===== config.mk =====
export PLATFORM = sky130hd
export DESIGN_NAME = gpx_port
export DESIGN_NICKNAME = d
export VERILOG_FILES = /design/src/hdl/gpx_pkg.sv /design/src/hdl/gpx_port.sv
export SDC_FILE = /design/constraint.sdc
export NUM_CORES = 1
export LEC_CHECK = 0
export BUFFER_PORTS_ARGS = -buffer_cell sky130_fd_sc_hd__clkbuf_2
export CAP_MARGIN = 20
export CORE_MARGIN = 4
export CORE_UTILIZATION = 46
export CTS_CLUSTER_DIAMETER = 80
export DETAILED_ROUTE_END_ITERATION = 8
export PLACE_DENSITY = 0.76
export SLEW_MARGIN = 20
export SYNTH_ARGS = -nofsm -noshare
export SYNTH_HDL_FRONTEND = slang
export SYNTH_SLANG_ARGS = --single-unit

===== constraint.sdc =====
create_clock -name clk -period 1.9 [get_ports clk]
set_input_delay 0.38 -clock clk [delete_from_list [all_inputs] [get_ports clk]]
set_output_delay 0.38 -clock clk [all_outputs]
set_load 0.02 [all_outputs]

===== src/hdl/gpx_pkg.sv =====
// Purpose: Shared constants for the general-purpose I/O port with external interrupts.
// Assumes: 8 pins, 2 interrupt vectors of 4 pins each, AXI4-Lite with 32-bit data.
// Notes:   Offsets are byte addresses of aligned 32-bit words.
package gpx_pkg;
    localparam int NPINS = 8;
    localparam int NVEC = 2;
    localparam int GRP = 4;
    localparam int AW = 8;
    // ----------------------------------------------------------------
    // Register map
    // ----------------------------------------------------------------
    localparam logic [AW-1:0] OFS_DATA = 8'h00;
    localparam logic [AW-1:0] OFS_DIR = 8'h04;
    localparam logic [AW-1:0] OFS_OPT = 8'h08;
    localparam logic [AW-1:0] OFS_SENS = 8'h0c;
    localparam logic [AW-1:0] OFS_CTRL = 8'h10;
    localparam logic [AW-1:0] OFS_PEND = 8'h14;
    localparam int CTRL_GMASK = 0;
    // ----------------------------------------------------------------
    // Reset values
    // ----------------------------------------------------------------
    localparam logic [NPINS-1:0] RST_DATA = 8'h00;
    localparam logic [NPINS-1:0] RST_DIR = 8'h00;
    localparam logic [NPINS-1:0] RST_OPT = 8'h00;
    localparam logic [NVEC-1:0] RST_SENS = 2'h0;
    localparam logic RST_GMASK = 1'b1;
    localparam logic [NPINS-1:0] ALL_ONES = 8'hff;
    localparam logic [NPINS-1:0] ALL_ZERO = 8'h00;
    localparam logic [1:0] RESP_OKAY = 2'h0;
    localparam logic [1:0] RESP_SLVERR = 2'h2;
endpackage : gpx_pkg


===== src/hdl/gpx_port.sv =====
// Purpose: Eight-pin bidirectional port with pull-up, open-drain, alternate
//          functions and two grouped external interrupt vectors.
// Assumes: Pins 0..3 feed vector 0, pins 4..7 feed vector 1; sens bit 1 = rising.
// Notes:   Pin outputs are registered, so the pin follows a write after two edges.

// How it works
// - Input mode reads synchronised pin level
// - Option bit selects pull-up on inputs
// - Data write on input only updates latch
// - Option on input enables pin interrupt
// - Edge polarity programmable per vector
// - Group pins ANDed into one source
// - Vector fetch clears pending request
// - Sensitivity change clears pending request
// - Disabled pin forces detector input high
// - Output mode drives latch, reads latch
// - Option picks push-pull or open-drain
// - Peripheral output forces pin to output
// - Input plus peripheral output reads peripheral
// - Output mode feeds latch to peripheral
// - Floating input passes level to peripheral
// - Pull-up and high driver per configuration
// - Low-power modes keep state, pending wakes
// - Interrupt only if enabled and unmasked
// - Eight pins, bit x controls pin x
module gpx_port (
    input wire logic clk,
    input wire logic rst_b,
    input wire logic [gpx_pkg::AW-1:0] s_axi_awaddr,
    input wire logic s_axi_awvalid,
    output logic s_axi_awready,
    input wire logic [31:0] s_axi_wdata,
    input wire logic [3:0] s_axi_wstrb,
    input wire logic s_axi_wvalid,
    output logic s_axi_wready,
    output logic [1:0] s_axi_bresp,
    output logic s_axi_bvalid,
    input wire logic s_axi_bready,
    input wire logic [gpx_pkg::AW-1:0] s_axi_araddr,
    input wire logic s_axi_arvalid,
    output logic s_axi_arready,
    output logic [31:0] s_axi_rdata,
    output logic [1:0] s_axi_rresp,
    output logic s_axi_rvalid,
    input wire logic s_axi_rready,
    input wire logic [gpx_pkg::NPINS-1:0] pin_in,
    output logic [gpx_pkg::NPINS-1:0] pin_out,
    output logic [gpx_pkg::NPINS-1:0] pin_oe_b,
    output logic [gpx_pkg::NPINS-1:0] pull_up_en,
    output logic [gpx_pkg::NPINS-1:0] high_drive_en,
    input wire logic [gpx_pkg::NPINS-1:0] alt_out_en,
    input wire logic [gpx_pkg::NPINS-1:0] alt_out_val,
    output logic [gpx_pkg::NPINS-1:0] alt_in,
    input wire logic [gpx_pkg::NVEC-1:0] vector_fetch,
    output logic [gpx_pkg::NVEC-1:0] irq_req,
    output logic wake_req
);
    import gpx_pkg::*;

    // ----------------------------------------------------------------
    // State
    // ----------------------------------------------------------------
    logic [NPINS-1:0] pin_data_latch_q, pin_data_latch_d;
    logic [NPINS-1:0] pin_direction_bit_q, pin_direction_bit_d;
    logic [NPINS-1:0] pin_option_bit_q, pin_option_bit_d;
    logic [NVEC-1:0] ext_irq_sensitivity_ctrl_q, ext_irq_sensitivity_ctrl_d;
    logic gmask_q, gmask_d;
    logic [NVEC-1:0] pend_q, pend_d;
    logic [NVEC-1:0] src_prev_q;
    logic [NPINS-1:0] sync1_q, sync2_q;
    logic [NPINS-1:0] pin_out_q, pin_oe_b_q, pull_up_q, high_drive_q, alt_in_q;
    logic [NVEC-1:0] irq_req_q;
    logic wake_q;
    logic aw_held_q, w_held_q, bvalid_q, rvalid_q;
    logic awready_q, wready_q, arready_q;
    logic [AW-1:0] aw_addr_q, ar_addr_q;
    logic [31:0] wdata_q, rdata_q;
    logic [3:0] wstrb_q;
    logic [1:0] bresp_q, rresp_q;

    // Returns the AND of one vector's group of detector inputs.
    function automatic logic group_level(input logic [NPINS-1:0] det, input int v);
        logic r;
        r = 1'b1;
        for (int i = 0; i < GRP; i++) begin
            r = r & det[v*GRP+i];
        end
        return r;
    endfunction : group_level

    // Tells whether an address is one of the mapped words.
    function automatic logic addr_mapped(input logic [AW-1:0] a);
        return (a == OFS_DATA) || (a == OFS_DIR) || (a == OFS_OPT) ||
               (a == OFS_SENS) || (a == OFS_CTRL) || (a == OFS_PEND);
    endfunction : addr_mapped

    // ----------------------------------------------------------------
    // Pin synchroniser
    // ----------------------------------------------------------------
    // two-stage synchroniser
    always_ff @(posedge clk) begin
        sync1_q <= pin_in;
        sync2_q <= sync1_q;
    end

    // ----------------------------------------------------------------
    // Pin configuration decode
    // ----------------------------------------------------------------
    // peripheral forces output
    wire [NPINS-1:0] dir_eff = pin_direction_bit_q | alt_out_en;
    wire [NPINS-1:0] drive_val = (alt_out_en & alt_out_val) | (~alt_out_en & pin_data_latch_q);
    wire [NPINS-1:0] push_pull = dir_eff & pin_option_bit_q;
    wire [NPINS-1:0] oe_b_d = ~dir_eff | (~push_pull & drive_val);
    wire [NPINS-1:0] pull_d = ~dir_eff & pin_option_bit_q;
    wire [NPINS-1:0] hi_d = push_pull & drive_val;
    wire [NPINS-1:0] alt_in_d = (pin_direction_bit_q & pin_data_latch_q) |
                                (~pin_direction_bit_q & sync2_q);
    wire [NPINS-1:0] in_rd = (alt_out_en & alt_out_val) | (~alt_out_en & sync2_q);
    wire [NPINS-1:0] data_rd = (pin_direction_bit_q & pin_data_latch_q) |
                               (~pin_direction_bit_q & in_rd);

    // floating input reaches peripheral; per-bit port
    always_ff @(posedge clk) begin
        if (!rst_b) begin
            pin_out_q <= ALL_ZERO;
            pin_oe_b_q <= ALL_ONES;
            pull_up_q <= ALL_ZERO;
            high_drive_q <= ALL_ZERO;
            alt_in_q <= ALL_ZERO;
        end else begin
            pin_out_q <= drive_val;
            pin_oe_b_q <= oe_b_d;
            pull_up_q <= pull_d;
            high_drive_q <= hi_d;
            alt_in_q <= alt_in_d;
        end
    end

    // ----------------------------------------------------------------
    // External interrupt
    // ----------------------------------------------------------------
    // interrupt input on input plus option
    wire [NPINS-1:0] irq_pin_en = ~pin_direction_bit_q & pin_option_bit_q;
    wire [NPINS-1:0] det_in = sync2_q | ~irq_pin_en;
    logic [NVEC-1:0] src_lvl, edge_hit, sens_chg;
    logic do_write;
    logic [AW-1:0] wr_addr;
    always_comb begin
        for (int v = 0; v < NVEC; v++) begin
            src_lvl[v] = group_level(det_in, v);
        end
    end
    assign edge_hit = (ext_irq_sensitivity_ctrl_q & src_lvl & ~src_prev_q) |
                      (~ext_irq_sensitivity_ctrl_q & ~src_lvl & src_prev_q);
    assign sens_chg = ext_irq_sensitivity_ctrl_d ^ ext_irq_sensitivity_ctrl_q;
    // fetch clears; sensitivity change clears; a new edge wins
    assign pend_d = edge_hit | (pend_q & ~vector_fetch & ~sens_chg);

    always_ff @(posedge clk) begin
        if (!rst_b) begin
            src_prev_q <= {NVEC{1'b1}};
            pend_q <= {NVEC{1'b0}};
            irq_req_q <= {NVEC{1'b0}};
            wake_q <= 1'b0;
        end else begin
            src_prev_q <= src_lvl;
            pend_q <= pend_d;
            irq_req_q <= pend_q & {NVEC{~gmask_q}};
            wake_q <= |pend_q;
        end
    end

    // ----------------------------------------------------------------
    // AXI4-Lite slave
    // ----------------------------------------------------------------
    wire aw_take = s_axi_awvalid && awready_q;
    wire w_take = s_axi_wvalid && wready_q;
    assign do_write = aw_held_q && w_held_q && !bvalid_q;
    assign wr_addr = aw_addr_q;
    wire wr_lane0 = do_write && wstrb_q[0];
    wire ar_take = s_axi_arvalid && arready_q;
    wire [7:0] wbyte = wdata_q[7:0];

    assign pin_data_latch_d = (wr_lane0 && wr_addr == OFS_DATA) ? wbyte : pin_data_latch_q;
    assign pin_direction_bit_d = (wr_lane0 && wr_addr == OFS_DIR) ? wbyte : pin_direction_bit_q;
    assign pin_option_bit_d = (wr_lane0 && wr_addr == OFS_OPT) ? wbyte : pin_option_bit_q;
    assign ext_irq_sensitivity_ctrl_d = (wr_lane0 && wr_addr == OFS_SENS) ?
                                        wbyte[NVEC-1:0] : ext_irq_sensitivity_ctrl_q;
    assign gmask_d = (wr_lane0 && wr_addr == OFS_CTRL) ? wbyte[CTRL_GMASK] : gmask_q;

    logic [31:0] rd_word;
    always_comb begin
        rd_word = 32'h0000_0000;
        unique case (ar_addr_q)
            OFS_DATA: rd_word[NPINS-1:0] = data_rd;
            OFS_DIR: rd_word[NPINS-1:0] = pin_direction_bit_q;
            OFS_OPT: rd_word[NPINS-1:0] = pin_option_bit_q;
            OFS_SENS: rd_word[NVEC-1:0] = ext_irq_sensitivity_ctrl_q;
            OFS_CTRL: rd_word[CTRL_GMASK] = gmask_q;
            OFS_PEND: rd_word[NVEC-1:0] = pend_q;
            default: rd_word = 32'h0000_0000;
        endcase
    end

    always_ff @(posedge clk) begin
        if (!rst_b) begin
            pin_data_latch_q <= RST_DATA;
            pin_direction_bit_q <= RST_DIR;
            pin_option_bit_q <= RST_OPT;
            ext_irq_sensitivity_ctrl_q <= RST_SENS;
            gmask_q <= RST_GMASK;
        end else begin
            pin_data_latch_q <= pin_data_latch_d;
            pin_direction_bit_q <= pin_direction_bit_d;
            pin_option_bit_q <= pin_option_bit_d;
            ext_irq_sensitivity_ctrl_q <= ext_irq_sensitivity_ctrl_d;
            gmask_q <= gmask_d;
        end
    end

    // Address and data are latched separately so either may come first.
    always_ff @(posedge clk) begin
        if (!rst_b) begin
            aw_held_q <= 1'b0;
            w_held_q <= 1'b0;
            bvalid_q <= 1'b0;
            bresp_q <= RESP_OKAY;
            aw_addr_q <= '0;
            wdata_q <= 32'h0000_0000;
            wstrb_q <= 4'h0;
        end else begin
            if (aw_take) begin
                aw_held_q <= 1'b1;
                aw_addr_q <= s_axi_awaddr;
            end
            if (w_take) begin
                w_held_q <= 1'b1;
                wdata_q <= s_axi_wdata;
                wstrb_q <= s_axi_wstrb;
            end
            if (do_write) begin
                aw_held_q <= 1'b0;
                w_held_q <= 1'b0;
                bvalid_q <= 1'b1;
                bresp_q <= addr_mapped(wr_addr) ? RESP_OKAY : RESP_SLVERR;
            end else if (bvalid_q && s_axi_bready) begin
                bvalid_q <= 1'b0;
            end
        end
    end

    // Read data is captured one cycle after the address so pin reads stay coherent.
    logic rd_pend_q;
    always_ff @(posedge clk) begin
        if (!rst_b) begin
            rd_pend_q <= 1'b0;
            rvalid_q <= 1'b0;
            ar_addr_q <= '0;
            rdata_q <= 32'h0000_0000;
            rresp_q <= RESP_OKAY;
        end else begin
            if (ar_take && !rd_pend_q) begin
                rd_pend_q <= 1'b1;
                ar_addr_q <= s_axi_araddr;
            end
            if (rd_pend_q) begin
                rd_pend_q <= 1'b0;
                rvalid_q <= 1'b1;
                rdata_q <= rd_word;
                rresp_q <= addr_mapped(ar_addr_q) ? RESP_OKAY : RESP_SLVERR;
            end else if (rvalid_q && s_axi_rready) begin
                rvalid_q <= 1'b0;
            end
        end
    end

    always_ff @(posedge clk) begin
        if (!rst_b) begin
            awready_q <= 1'b0;
            wready_q <= 1'b0;
            arready_q <= 1'b0;
        end else begin
            awready_q <= !aw_held_q && !aw_take && !do_write && !bvalid_q;
            wready_q <= !w_held_q && !w_take && !do_write && !bvalid_q;
            arready_q <= !rvalid_q && !rd_pend_q && !(s_axi_arvalid && arready_q);
        end
    end

    // ----------------------------------------------------------------
    // Outputs
    // ----------------------------------------------------------------
    assign s_axi_awready = awready_q;
    assign s_axi_wready = wready_q;
    assign s_axi_bvalid = bvalid_q;
    assign s_axi_bresp = bresp_q;
    assign s_axi_arready = arready_q;
    assign s_axi_rvalid = rvalid_q;
    assign s_axi_rdata = rdata_q;
    assign s_axi_rresp = rresp_q;
    assign pin_out = pin_out_q;
    assign pin_oe_b = pin_oe_b_q;
    assign pull_up_en = pull_up_q;
    assign high_drive_en = high_drive_q;
    assign alt_in = alt_in_q;
    assign irq_req = irq_req_q;
    assign wake_req = wake_q;

    wire [NPINS-1:0] alt_low = alt_out_en & ~alt_out_val;
    wire [NPINS-1:0] od_high = pin_direction_bit_q & ~pin_option_bit_q &
                               pin_data_latch_q & ~alt_out_en;
endmodule : gpx_port


==> impl.org <==
** Power and ir drop
- Static leakage power :: 2.846 nW
- Net switching is 22.37% of the power.
- Portion of total power attributed to combinational logic :: ~7.4%
- Net switching power figure :: approximately 0.0015 W
- The clock network accounts for 48.9% of the total power.
- Total power for the finished layout comes to 0.006738 W.
- Maximum vdd drop :: approximately 0.00057 V
- Sequential cell fraction of total power :: 43.7%
- Power density over the cells :: 1040 nW/µm²
- Internal power :: 0.005231 W

** Logic synthesis
- Sequential cells were found to cover 51.01% of the synthesized design area.
- Synthesized-area fraction occupied by ao, oa, aoi and oai cells :: 13.30%
- The mapped netlist covers between 5000 and 6000 µm².
- After synthesis the netlist holds a flip-flop and latch count of 133.
- The synthesized netlist devotes 20.28% of its cell area to simple gates.
- Among all flip-flop cells after synthesis, the most frequent one is sky130_fd_sc_hd__dfxtp_1.
- The synthesized netlist devotes 0.3356% of its cell area to XOR and XNOR gates.
- Synthesized area per cell :: 9.422 µm²
- After synthesis, the largest family of logic cells by area is simple AND/OR/NAND/NOR gates.
- Of the total synthesized cell area, the portion taken by full adders, half adders and majority gates is 0%.
- Netlist cell types :: 44
- Yosys mapped a number of flops with a built-in enable equal to 0.
- Leading area contributor after synthesis :: sky130_fd_sc_hd__dfxtp_1
- After synthesis, the share of flip-flops with an asynchronous set or reset is 0%.
- Area share of the largest cell type after synthesis :: about half
- The Yosys step of the flow raised 0 warnings.
- Share of cell area taken by muxes after synthesis :: 8.653%
- Yosys attributes the largest share of cell area to sky130_fd_sc_hd__dfxtp_1 51%, sky130_fd_sc_hd__mux2i_1 8.4%, sky130_fd_sc_hd__nand2_1 6.2%.
- Syn Inst Count :: 554

** Detailed routing
- Before antenna repair, the detailed router went through 4 iterations.
- The detailed router finished its first iteration with 200 violations.
- In the final routed layout, each cell accounts on average for roughly 14 µm.
- The count of nets left with antenna violations once routing finished came out at 0.
- Total Routed Length :: 11.72 mm
- Residual DRC count :: 0
- The final route contains 4110 vias.
- Using the TritonRoute via totals, the vias-per-cell ratio works out to roughly 5.

** Timing
- RSZ-0062 raised after global routing :: true
- The clock arrives with approximately 0.006 ns of skew.
- Slew at the pin closest to its max-slew limit :: 0.6104 ns
- The number of hold violations in the final report is 0.
- Hold slack :: around 0.067 ns
- Final Max Slew Viols :: 0
- After layout, the worst path uses 95.35% of the clock period.
- The worst pin sits at a relative slew slack of 59.22%.
- Final period demand of the worst path :: between 1.5 and 2 ns
- Final setup violation count :: 0
- Timing would allow up to 552.0 MHz.

** Hold path
- The startpoint identified for the worst hold timing path is pin_in[4].
- Worst min path class :: primary input to register

** Worst setup path
- STA classifies the critical path startpoint as a register.
- The worst register-to-register path ends at pin_direction_bit_q[2]$_SDFFE_PN0P_.
- In this run the worst setup path begins at aw_addr_q[0]$_SDFFE_PN0P_.
- For the worst setup path, the data arrival time is 2.11 ns.
- The cell family contributing the most delay on the critical path is simple AND/OR/NAND/NOR gates.
- Together, buffers and inverters on the worst path number 1.
- Path depth of the worst reg2reg path :: 6
- For this design, the slowest cell found on the critical path is sky130_fd_sc_hd__or4_4.
- Worst setup path endpoint :: pin_direction_bit_q[2]$_SDFFE_PN0P_
- Instance count on the critical path :: 6
- STA classifies the critical path endpoint as a register.
- Data on the critical path is required at its endpoint by 2.20 ns.
- For this run, the slowest stage of the critical path takes ~0.55 ns.
- Critical path type :: register to register
- The startpoint identified for the worst register-to-register timing path is aw_addr_q[0]$_SDFFE_PN0P_.
- Maximum fanout along the worst path :: 8
- Setup slack on the worst reg-to-reg path comes out at 0.09 ns.
- Worst path cell trace :: or4_4 > nor4_4 > and4b_1 > buf_12 > mux2i_1 > nor2b_1

** GRT
- met2 is the most crowded layer.
- Overall fraction of global-route tracks in use :: 18.29%
- Via count of the first global-routing pass :: a little under 4000
- Global routing consumed, on the met1 layer, between 20% and 30% of the routing resources.
- First-pass GRT wire length :: between 15 and 20 mm
- For this run, global-route usage on met2 was measured as 28.95%.
- Entering global routing, the biggest net connects 42 pins.
- Met3 Track Usage GR :: 5.444%
- The number of antenna violations at the first check in global routing came to 0.
- After global routing the overflow that remains totals 0.

** Clocking
- TritonCTS built the clock tree.
- Number of buffers inserted by hold repair at cts :: 0
- Clock transition at path regs :: 0.06 ns
- Number of CTS-inserted buffers :: 17
- The later pin in the worst-skew pair is clocked with a latency of 0.41 ns.
- Level count of the clock H-tree :: 4
- Number of sinks handled by clock tree synthesis :: 133
- CTS placed an instance of sky130_fd_sc_hd__clkbuf_16 at the clock tree root.
- The clock passes through at most 2 buffers.

** Layout
- Of the cells placed in the final design, the portion with a size suffix greater than 1 is 23.94%.
- Final layout net count :: between 700 and 800
- Number of diodes added for antenna fixing :: 0
- Layout Area Growth over Synthesis :: 24.09%
- Excluding fillers, the count of instances in the completed layout stands at 821.
- Final core area utilization :: about three fifths

** Placement
- Summed over all nets, the half-perimeter wirelength after detailed placement is 8.563 mm.
- Number of I/O port buffers :: 115
- Routability-driven placement finished with a final weighted congestion of 0.7996.
- Including well taps, the total number of placed cells is 788.

** Floorplan
- Initial Util :: between 40% and 50%
- I/O pin cnt :: 169
- Die H :: between 100 and 150 µm
- Core Box Area :: 10980 µm²
- Number of rows in the core area :: 38
- In this run the horizontal extent of the chip is 114.5 µm.
- Total die area :: 13120 µm²

** Job
- Max-cap violations :: 0

** Run status
- The run finished with clean final reports.
## Yosys cell counts (3+ instances only)
| cell | n |
|---|---|
| sky130_fd_sc_hd__a21boi_0 | 34 |
| sky130_fd_sc_hd__a21oi_1 | 8 |
| sky130_fd_sc_hd__a22o_1 | 6 |
| sky130_fd_sc_hd__a22oi_1 | 10 |
| sky130_fd_sc_hd__and2_1 | 3 |
| sky130_fd_sc_hd__and3b_1 | 4 |
| sky130_fd_sc_hd__buf_4 | 26 |
| sky130_fd_sc_hd__clkbuf_1 | 30 |
| sky130_fd_sc_hd__dfxtp_1 | 133 |
| sky130_fd_sc_hd__mux2i_1 | 44 |
| sky130_fd_sc_hd__nand2_1 | 86 |
| sky130_fd_sc_hd__nand2b_1 | 10 |
| sky130_fd_sc_hd__nand3_1 | 12 |
| sky130_fd_sc_hd__nand3b_1 | 3 |
| sky130_fd_sc_hd__nor2_1 | 32 |
| sky130_fd_sc_hd__nor2b_1 | 40 |
| sky130_fd_sc_hd__nor3_1 | 9 |
| sky130_fd_sc_hd__o21ai_0 | 23 |
| sky130_fd_sc_hd__o221ai_1 | 8 |
## power by group through the flow
stage / Combinational, W / Sequential, W / Clock [W]
3_5_place_dp: 0.000496 / 0.00301 / 0
4_1_cts: 0.000499 / 0.00295 / 0.00336
6_report: 0.000496 / 0.00295 / 0.00330
5_1_grt: 0.000548 / 0.00296 / 0.00349
3_3_place_gp: 0.000485 / 0.00300 / 0
2_1_floorplan: 0.000324 / 0.00303 / 0
## timing repair
item                       in CTS  in global routing
setup endpoints to repair       0                 14
setup buffers                   0                  1
resized for setup               0                  2
## cell families (layout without fill, tap and decap cells)
group                     Yosys count  in the layout
xor gates and xnor gates            2              2
muxes                              45             45
buffers and inverters              60            162
other                               1             26
DFF                               133            133
and+or+nand+nor                   213            213
AOI/OAI and AO/OA                 100            100
## worst min-delay path by stage
stage / endpoint / slack, ns / cells after the start
2_1_floorplan: sync2_q[0]$_DFF_P_ / 0.31 / 0
3_3_place_gp: sync2_q[7]$_DFF_P_ / 0.31 / 0
3_5_place_dp: sync2_q[3]$_DFF_P_ / 0.31 / 0
4_1_cts: sync1_q[4]$_DFF_P_ / 0.05 / 1
5_1_grt: sync1_q[4]$_DFF_P_ / 0.05 / 1
6_report: sync1_q[4]$_DFF_P_ / 0.07 / 1
## per-stage QoR
step / setup WS [ns] / TNS (ns) / area (µm²)
3_5_place_dp: 0.02923 / 0 / 5862
4_1_cts: 0.02595 / 0 / 6465
6_report: 0.08826 / 0 / 6477
3_3_place_gp: 0.1061 / 0 / 5862
2_1_floorplan: 0.1624 / 0 / 5314
5_1_grt: -0.02838 / -0.09775 / 6477
## per-layer routing
metal  wire length [µm]  up-vias
li1                   -     2073
met1               5207     1903
met2               5624      119
met3                747       15
met4                143        0
met5                  0        -
## layout make-up
| class | count | area (µm²) |
|---|---|---|
| sequential | 133 | 2664 |
| timing repair buffer | 128 | 701.9 |
| clock buffer | 23 | 478.0 |
| multi-input combinational | 386 | 2326 |
| inverter | 2 | 7.507 |
| clock inverter | 9 | 125.1 |
| fill | 951 | 4506 |
| tap | 140 | 175.2 |
## placed cells by master (no fill, tap or decap), types with 3 or more instances in the layout
cell type / instances
sky130_fd_sc_hd__and3b_1: 4
sky130_fd_sc_hd__bufinv_16: 3
sky130_fd_sc_hd__nand2_1: 86
sky130_fd_sc_hd__mux2i_1: 44
sky130_fd_sc_hd__nor2b_1: 40
sky130_fd_sc_hd__nor2_1: 32
sky130_fd_sc_hd__clkinv_2: 4
sky130_fd_sc_hd__nor3_1: 9
sky130_fd_sc_hd__o21ai_0: 23
sky130_fd_sc_hd__conb_1: 26
sky130_fd_sc_hd__nand2b_1: 10
sky130_fd_sc_hd__buf_4: 10
sky130_fd_sc_hd__o221ai_1: 8
sky130_fd_sc_hd__nand3b_1: 3
sky130_fd_sc_hd__clkbuf_16: 17
sky130_fd_sc_hd__nand3_1: 12
sky130_fd_sc_hd__dfxtp_1: 132
sky130_fd_sc_hd__a22oi_1: 10
sky130_fd_sc_hd__clkbuf_8: 3
sky130_fd_sc_hd__a21oi_1: 8
sky130_fd_sc_hd__a21boi_0: 34
sky130_fd_sc_hd__a22o_1: 6
sky130_fd_sc_hd__clkbuf_1: 3
sky130_fd_sc_hd__clkbuf_2: 115
sky130_fd_sc_hd__and2_1: 3
Power figures use the tool's default switching activity.
